==> src/pkg/iir_smoother_pkg.sv <==
// constants and types for the analog input smoothing filter
// Operation
// step filter once per new conversion result
// new value from previous value and sample
// larger constant gives newest sample less weight
// smoothing time follows constant and cycle time
// cycle time 0.03, 0.09 or 0.13 s
// constant 0..7, zero passes raw sample through
// step reaches 63 percent after tabulated time
// weight by right shift, keep fraction bits
package iir_smoother_pkg;
    localparam int DATA_W = 16;
    localparam int FRAC_W = 8;
    localparam int ACC_W = DATA_W + FRAC_W;
    localparam int CONST_W = 3;
    localparam int NUM_CHAN = 2;
    localparam int CHAN_W = 1;
    localparam int FIFO_DEPTH = 4;
    localparam int SYNC_STAGES = 2;
    // core clock rate
    localparam int CLK_MHZ = 100;
    // total two-channel conversion cycle times, in microseconds
    localparam int CONV_FAST_US = 30000;
    localparam int CONV_MID_US = 90000;
    localparam int CONV_SLOW_US = 130000;
    localparam int CONV_FAST_CYC = CONV_FAST_US * CLK_MHZ;
    localparam int CONV_MID_CYC = CONV_MID_US * CLK_MHZ;
    localparam int CONV_SLOW_CYC = CONV_SLOW_US * CLK_MHZ;
    localparam int TIMER_W = 32;
    // values after reset and special codes
    localparam logic [ACC_W-1:0] ACC_RESET = 24'h0000_00;
    localparam logic [CONST_W-1:0] CONST_BYPASS = 3'h0;
    localparam logic [TIMER_W-1:0] TIMER_RESET = 32'h0000_0000;
    // conversion cycle choice, from the number of slow-mode channels
    typedef enum logic [1:0] {
        CYC_FAST = 2'b00,
        CYC_MID = 2'b01,
        CYC_SLOW = 2'b10
    } cycle_sel_t;
    // filter sequencer
    typedef enum logic [1:0] {
        S_IDLE = 2'b00,
        S_CALC = 2'b01,
        S_SEND = 2'b10
    } filt_state_t;
endpackage : iir_smoother_pkg

==> src/design/sample_fifo.sv <==
// small first-in first-out buffer for conversion results
`timescale 1ns/1ps
module sample_fifo #(
    parameter int WIDTH = 17,
    parameter int DEPTH = 4
) (
    input wire logic clk,
    input wire logic rst,
    input wire logic in_valid,
    output logic in_ready,
    input wire logic [WIDTH-1:0] in_data,
    output logic out_valid,
    input wire logic out_ready,
    output logic [WIDTH-1:0] out_data
);
    localparam int PTR_W = (DEPTH > 1) ? $clog2(DEPTH) : 1;
    localparam int CNT_W = $clog2(DEPTH + 1);

    logic [WIDTH-1:0] mem [DEPTH];
    logic [PTR_W-1:0] wr_ptr_reg;
    logic [PTR_W-1:0] rd_ptr_reg;
    logic [CNT_W-1:0] count_reg;

    // handshake decode
    wire push = in_valid && in_ready;
    wire pop = out_valid && out_ready;
    wire wr_last = (wr_ptr_reg == PTR_W'(DEPTH - 1));
    wire rd_last = (rd_ptr_reg == PTR_W'(DEPTH - 1));
    assign in_ready = (count_reg != CNT_W'(DEPTH));
    assign out_valid = (count_reg != '0);
    assign out_data = mem[rd_ptr_reg];

    // storage write
    always_ff @(posedge clk) begin
        if (push) begin
            mem[wr_ptr_reg] <= in_data;
        end
    end

    // pointers and fill level
    always_ff @(posedge clk) begin
        if (rst) begin
            wr_ptr_reg <= '0;
            rd_ptr_reg <= '0;
            count_reg <= '0;
        end else begin
            if (push) begin
                wr_ptr_reg <= wr_last ? '0 : wr_ptr_reg + PTR_W'(1);
            end
            if (pop) begin
                rd_ptr_reg <= rd_last ? '0 : rd_ptr_reg + PTR_W'(1);
            end
            if (push && !pop) begin
                count_reg <= count_reg + CNT_W'(1);
            end else if (pop && !push) begin
                count_reg <= count_reg - CNT_W'(1);
            end
        end
    end
endmodule : sample_fifo

==> src/design/analog_input_iir_smoother.sv <==
// two-channel first-order recursive smoother for converter results
`timescale 1ns/1ps
module analog_input_iir_smoother
    import iir_smoother_pkg::*;
#(
    parameter int FAST_CYC = iir_smoother_pkg::CONV_FAST_CYC,
    parameter int MID_CYC = iir_smoother_pkg::CONV_MID_CYC,
    parameter int SLOW_CYC = iir_smoother_pkg::CONV_SLOW_CYC
) (
    input wire logic CORE_CLK,
    input wire logic RST,
    input wire logic MODE_SLOW_0,
    input wire logic MODE_SLOW_1,
    input wire logic [iir_smoother_pkg::CONST_W-1:0] FILT_CONST_0,
    input wire logic [iir_smoother_pkg::CONST_W-1:0] FILT_CONST_1,
    output logic CONV_START,
    output logic [1:0] CYCLE_SEL,
    input wire logic CONV_VALID,
    output logic CONV_READY,
    input wire logic [iir_smoother_pkg::CHAN_W-1:0] CONV_CHAN,
    input wire logic [iir_smoother_pkg::DATA_W-1:0] CONV_DATA,
    output logic OUT_VALID,
    input wire logic OUT_READY,
    output logic [iir_smoother_pkg::CHAN_W-1:0] OUT_CHAN,
    output logic [iir_smoother_pkg::DATA_W-1:0] OUT_DATA
);
    import iir_smoother_pkg::*;

    localparam int CFG_W = 2 + 2 * CONST_W;
    localparam int FIFO_W = CHAN_W + DATA_W;

    // configuration pins pass two flip-flops
    logic [CFG_W-1:0] cfg_meta_reg;
    logic [CFG_W-1:0] cfg_sync_reg;
    wire [CFG_W-1:0] cfg_pins = {MODE_SLOW_1, MODE_SLOW_0, FILT_CONST_1, FILT_CONST_0};

    always_ff @(posedge CORE_CLK) begin
        if (RST) begin
            cfg_meta_reg <= '0;
            cfg_sync_reg <= '0;
        end else begin
            cfg_meta_reg <= cfg_pins;
            cfg_sync_reg <= cfg_meta_reg;
        end
    end

    // synchronised configuration fields
    wire [CONST_W-1:0] k_ch [NUM_CHAN];
    assign k_ch[0] = cfg_sync_reg[CONST_W-1:0];
    assign k_ch[1] = cfg_sync_reg[2*CONST_W-1:CONST_W];
    wire slow_0 = cfg_sync_reg[2*CONST_W];
    wire slow_1 = cfg_sync_reg[2*CONST_W+1];

    // cycle time choice from the two input modes
    cycle_sel_t cyc_sel;
    assign cyc_sel = (slow_0 && slow_1) ? CYC_SLOW
                   : (slow_0 || slow_1) ? CYC_MID : CYC_FAST;
    assign CYCLE_SEL = cyc_sel;
    wire [TIMER_W-1:0] period = (cyc_sel == CYC_SLOW) ? TIMER_W'(SLOW_CYC)
                              : (cyc_sel == CYC_MID) ? TIMER_W'(MID_CYC)
                              : TIMER_W'(FAST_CYC);

    // conversion cycle timer, one start pulse per two-channel cycle
    logic [TIMER_W-1:0] timer_reg;
    logic start_reg;
    wire timer_done = (timer_reg == TIMER_RESET);

    always_ff @(posedge CORE_CLK) begin
        if (RST) begin
            timer_reg <= TIMER_RESET;
            start_reg <= 1'b0;
        end else begin
            start_reg <= timer_done;
            timer_reg <= timer_done ? period - TIMER_W'(1) : timer_reg - TIMER_W'(1);
        end
    end
    assign CONV_START = start_reg;

    // results queue ahead of the filter
    logic fifo_valid;
    logic fifo_ready;
    logic [FIFO_W-1:0] fifo_data;

    sample_fifo #(
        .WIDTH(FIFO_W),
        .DEPTH(FIFO_DEPTH)
    ) u_fifo (
        .clk(CORE_CLK),
        .rst(RST),
        .in_valid(CONV_VALID),
        .in_ready(CONV_READY),
        .in_data({CONV_CHAN, CONV_DATA}),
        .out_valid(fifo_valid),
        .out_ready(fifo_ready),
        .out_data(fifo_data)
    );

    // sequencer state and latched sample
    filt_state_t state_reg;
    filt_state_t state_next;
    logic [CHAN_W-1:0] chan_reg;
    logic [DATA_W-1:0] samp_reg;
    logic [DATA_W-1:0] out_data_reg;

    wire fifo_pop = fifo_valid && fifo_ready;
    wire upd_en = (state_reg == S_CALC);
    assign fifo_ready = (state_reg == S_IDLE);
    assign OUT_VALID = (state_reg == S_SEND);
    assign OUT_CHAN = chan_reg;
    assign OUT_DATA = out_data_reg;

    // next-state decode
    always_comb begin
        state_next = state_reg;
        unique case (state_reg)
            S_IDLE: begin
                if (fifo_valid) begin
                    state_next = S_CALC;
                end
            end
            S_CALC: begin
                state_next = S_SEND;
            end
            S_SEND: begin
                if (OUT_READY) begin
                    state_next = S_IDLE;
                end
            end
            default: begin
                state_next = S_IDLE;
            end
        endcase
    end

    // per-channel accumulators and update arithmetic
    logic [ACC_W-1:0] acc_reg [NUM_CHAN];
    logic [ACC_W-1:0] acc_next [NUM_CHAN];
    wire [ACC_W-1:0] samp_ext = {samp_reg, {FRAC_W{1'b0}}};

    for (genvar c = 0; c < NUM_CHAN; c++) begin : g_chan
        wire signed [ACC_W:0] diff = $signed({1'b0, samp_ext}) - $signed({1'b0, acc_reg[c]});
        wire signed [ACC_W:0] step = diff >>> k_ch[c];
        wire signed [ACC_W:0] sum = $signed({1'b0, acc_reg[c]}) + step;
        wire bypass = (k_ch[c] == CONST_BYPASS);
        assign acc_next[c] = bypass ? samp_ext : sum[ACC_W-1:0];

        always_ff @(posedge CORE_CLK) begin
            if (RST) begin
                acc_reg[c] <= ACC_RESET;
            end else if (upd_en && (chan_reg == CHAN_W'(c))) begin
                acc_reg[c] <= acc_next[c];
            end
        end
    end

    // sequencer registers and output data
    always_ff @(posedge CORE_CLK) begin
        if (RST) begin
            state_reg <= S_IDLE;
            chan_reg <= '0;
            samp_reg <= '0;
            out_data_reg <= '0;
        end else begin
            state_reg <= state_next;
            if (fifo_pop) begin
                chan_reg <= fifo_data[FIFO_W-1:DATA_W];
                samp_reg <= fifo_data[DATA_W-1:0];
            end
            if (upd_en) begin
                out_data_reg <= acc_next[chan_reg][ACC_W-1:FRAC_W];
            end
        end
    end
endmodule : analog_input_iir_smoother

==> config.mk <==
export PLATFORM = sky130hd
export DESIGN_NAME = analog_input_iir_smoother
export DESIGN_NICKNAME = d
export VERILOG_FILES = /design/src/pkg/iir_smoother_pkg.sv /design/src/design/sample_fifo.sv /design/src/design/analog_input_iir_smoother.sv
export SDC_FILE = /design/constraint.sdc
export NUM_CORES = 1
export LEC_CHECK = 0
export ABC_AREA = 1
export BUFFER_PORTS_ARGS = -buffer_cell sky130_fd_sc_hd__buf_2
export CORE_ASPECT_RATIO = 1.75
export CORE_UTILIZATION = 50
export CTS_CLUSTER_DIAMETER = 200
export DETAILED_ROUTE_END_ITERATION = 10
export GPL_ROUTABILITY_DRIVEN = 1
export GPL_TIMING_DRIVEN = 0
export HOLD_SLACK_MARGIN = 0.12
export PLACE_DENSITY = 0.78
export SETUP_SLACK_MARGIN = 0.4
export SLEW_MARGIN = 10
export SYNTH_ARGS = -nofsm -noshare
export SYNTH_HDL_FRONTEND = slang
export SYNTH_HIERARCHICAL = 1
export SYNTH_SLANG_ARGS = --single-unit
==> constraint.sdc <==
create_clock -name CORE_CLK -period 3.56 [get_ports CORE_CLK]
set_input_delay 0.356 -clock CORE_CLK [delete_from_list [all_inputs] [get_ports CORE_CLK]]
set_output_delay 0.356 -clock CORE_CLK [all_outputs]
set_load 0.01 [all_outputs]
==> metrics.txt <==
status=finished, violations left; Initial Util=0.5091; crit path DAT=around 4.5 ns; register bit total from synthesis=~210; peak supply drop=646.5 µV; DR vias=15340; failing checks=setup timing; io pins=51; Sequential Area=between 5000 and 6000 µm²; Synth top cells by count=nand2_1 (359), inv_1 (270), nor2_1 (199); CTS tree=yes; worst hold path type=in2reg; Layout Nets=2383; Routed Antenna Nets=0; footprint of the multi-input gates=around 10000 µm²; critical path class=reg2reg; Fill cells=around 2200; final worst setup slack=-0.7205 ns; Finished Layout Cells=around 2600; synth unique cells=53; WL/cell=19.39 µm; Flop pwr share=0.189; Clk Latency, worst-skew pair=0.51 ns; total gr overflow=0; Port Buffers=50; Top FF cell, synth=edfxtp_1; Post-synth ARST share=0; HPWL after DPL=34.80 mm; DRC=0; Pwr Total=approximately 20000 µW; Largest register FFs=68; P_int=10010 µW; vias per cell=between 5 and 6; Final setup viols=49; first-pass GRT wire length=74.20 mm; Comb power frac=0.712; CTS clk-pin slew, worst paths=0.08 ns; CTS Buf Count=18; Seq/Total Area, Yosys=0.3655; Die X=about 130 µm; DR pass1 iterations=6; Initial DRC Count=952; CTS root buf=clkbuf_16; share of cells above drive strength 1=0.3094; Slew Limit Fails=0; syn_nets=2124; gpl congestion=0.9548; Max-cap violations=0; Area growth syn-to-layout=35.06%; Mapped Area=14630 µm²; crit end category=flip-flop; Max FO, Critical Path=5; Cell Count Post-Placement=2430; Leak=0.008918 µW; RSZ-0062 raised after global routing=true; Die ar.=29970 µm²; hold path depth=3; EDFF count, synth=116; Critical Path RT=between 3 and 4 ns; num rows=82; GRT Overall Usage=0.3134; Period minus WS final=4.280 ns; largest cells by area after synthesis=edfxtp_1 (24%), dfxtp_1 (13%), nand2_1 (9.2%); Die Height=228.2 µm; CP Launch Type=flip-flop; initial antenna violation count=0; Final Cycle Share=1.202; Worst-Margin Slew=1.162 ns; switch share=0.4976; Routed WL=51.32 mm; Critical Path Start=acc_reg[1][9]$_SDFFCE_PN0P_; Clock power frac=0.099; net switching power=9917 µW; ANT cells=0; most common cell in the netlist=nand2_1; Warnings, synthesis=6; Reg-to-Reg Start=acc_reg[1][9]$_SDFFCE_PN0P_; fmax=233.6 MHz; average size of a mapped cell=7.320 µm²; Cell Pwr Density=a little over 1000 nW/µm²; Hold Crit Start=CONV_VALID; Final Util=0.6876; top-area cell type share of the netlist area=0.2382; area leader, netlist=edfxtp_1; Slew headroom=0.2235; vias in the first global route=14910; Worst Skew=0.01273 ns; Cells after Synth=about 2000; final hold vios=0; clock tree buffer depth=3; TritonCTS Sinks=209; H-tree lvl count=1; R2R cell count=27; Core Area=28730 µm²; pin count of the biggest net entering global routing=25
-- what timing repair did --
item / 4_1_cts / 5_1_grt
setup endpoints to repair: 55 / 57
gates cloned: 0 / 0
resized for setup: 237 / 218
hold buffers: 27 / 0
pin swaps: 132 / 97
buffers inserted: 109 / 49
hold endpoints to repair: 78 / 0
-- critical path: stages (launching register included) --
cell and delay, ns:
edfxtp_1 0.44, inv_2 0.07, ha_4 0.30, inv_2 0.06, nor2_4 0.10, nand2_4 0.07, nor4_4 0.16, nand2_1 0.12
nand2_2 0.11, nand2_1 0.07, nand2_2 0.08, xor2_2 0.19, mux2i_1 0.12, nand2_1 0.10, o21ai_2 0.08, mux2i_1 0.20
ha_1 0.35, nand2_2 0.16, inv_1 0.07, a21oi_1 0.19, nand2_1 0.10, nand2_1 0.09, nand3_2 0.15, a31o_4 0.27
a21oi_2 0.12, o21ai_1 0.08, o211ai_1 0.13, inv_1 0.06
-- logic make-up (layout without fill, tap and decap cells) --
| family | count (synthesis) | after routing | share of synthesized area |
|---|---|---|---|
| and+or+nand+nor | 851 | 851 | 0.2538 |
| AOI/OAI and AO/OA | 437 | 437 | 0.1662 |
| buffers and inverters | 342 | 613 | 0.09162 |
| adders and majority gates | 97 | 97 | 0.08452 |
| muxes | 14 | 14 | 0.009581 |
| DFF | 209 | 209 | 0.3655 |
| xor gates and xnor gates | 48 | 48 | 0.02874 |
-- cell usage in the layout, fill, tap and decap left out, types with 11 or more instances in the layout --
cell,synthesis,final
buf_2,1,52
edfxtp_1,116,116
o21ai_2,10,59
dfxtp_1,93,82
nand2_1,359,292
clkbuf_1,33,32
nor2_4,4,15
nor2_1,199,174
nand2_2,5,58
o21ai_1,43,61
o21bai_1,16,11
nor3_1,22,16
nor2_2,7,21
a21oi_1,147,85
a21o_1,14,14
inv_2,13,46
mux2i_1,14,14
nand3_2,1,44
dlygate4sd3_1,0,27
buf_4,2,142
o22ai_1,19,18
nand3_1,189,137
ha_1,94,49
buf_6,6,23
nand4_1,22,22
inv_1,270,237
o211ai_1,15,15
a21oi_2,0,43
clkbuf_16,0,19
xor2_1,31,24
ha_4,0,36
nand2_4,1,15
xnor2_1,17,13
a21oi_4,0,19
o21ai_0,142,71
-- per-layer routing --
metal	global-route usage	wire, µm	vias to the layer above
li1	-	-	7253
met1	0.3281	17930	7225
met2	0.5758	25780	638
met3	0.04067	3321	225
met4	0.2177	4289	0
met5	0	0	-
-- power by group through the flow --
stage	Sequential, µW	Clock (µW)	Combinational [µW]
3_3_place_gp	3750	0	9130
2_1_floorplan	3500	0	7250
6_report	3770	1980	14200
4_1_cts	3730	1990	11600
3_5_place_dp	3760	0	9310
5_1_grt	3800	2070	15300
-- cell type report --
| cell class | count | share of cell area |
|---|---|---|
| Clock inverter | 11 | 0.004497 |
| Sequential cell | 209 | 0.2723 |
| Buffer | 51 | 0.01267 |
| Inverter | 291 | 0.05543 |
| Multi-Input combinational cell | 1447 | 0.5134 |
| Timing Repair Buffer | 239 | 0.09330 |
| Clock buffer | 21 | 0.02445 |
| Tap cell | 378 | 0.02394 |
-- per-stage QoR --
step / setup slack (ns) / cell area (µm²) / setup TNS, ns / hold WS [ns]
after floorplan: 0.008356 / 15060 / 0 / 0.3883
after global placement: -0.9267 / 15780 / -31.34 / 0.3910
after detailed placement: -0.9630 / 15850 / -31.63 / 0.3944
after CTS: -0.4759 / 18440 / -13.66 / 0.1475
after global routing: -0.9067 / 19750 / -33.92 / 0.1579
final: -0.7205 / 19750 / -24.70 / 0.1599
-- path summary, 6_finish.rpt --
path	end	slack (ns)
max reg2reg	acc_reg[1][21]$_SDFFCE_PN0P_	-0.72
max	acc_reg[1][21]$_SDFFCE_PN0P_	-0.72
min reg2reg	cfg_sync_reg[3]$_SDFF_PP0_	0.41
min	u_fifo/wr_ptr_reg[1]$_SDFFE_PP0P_	0.16
No activity file was read; power rests on OpenSTA's default activity.
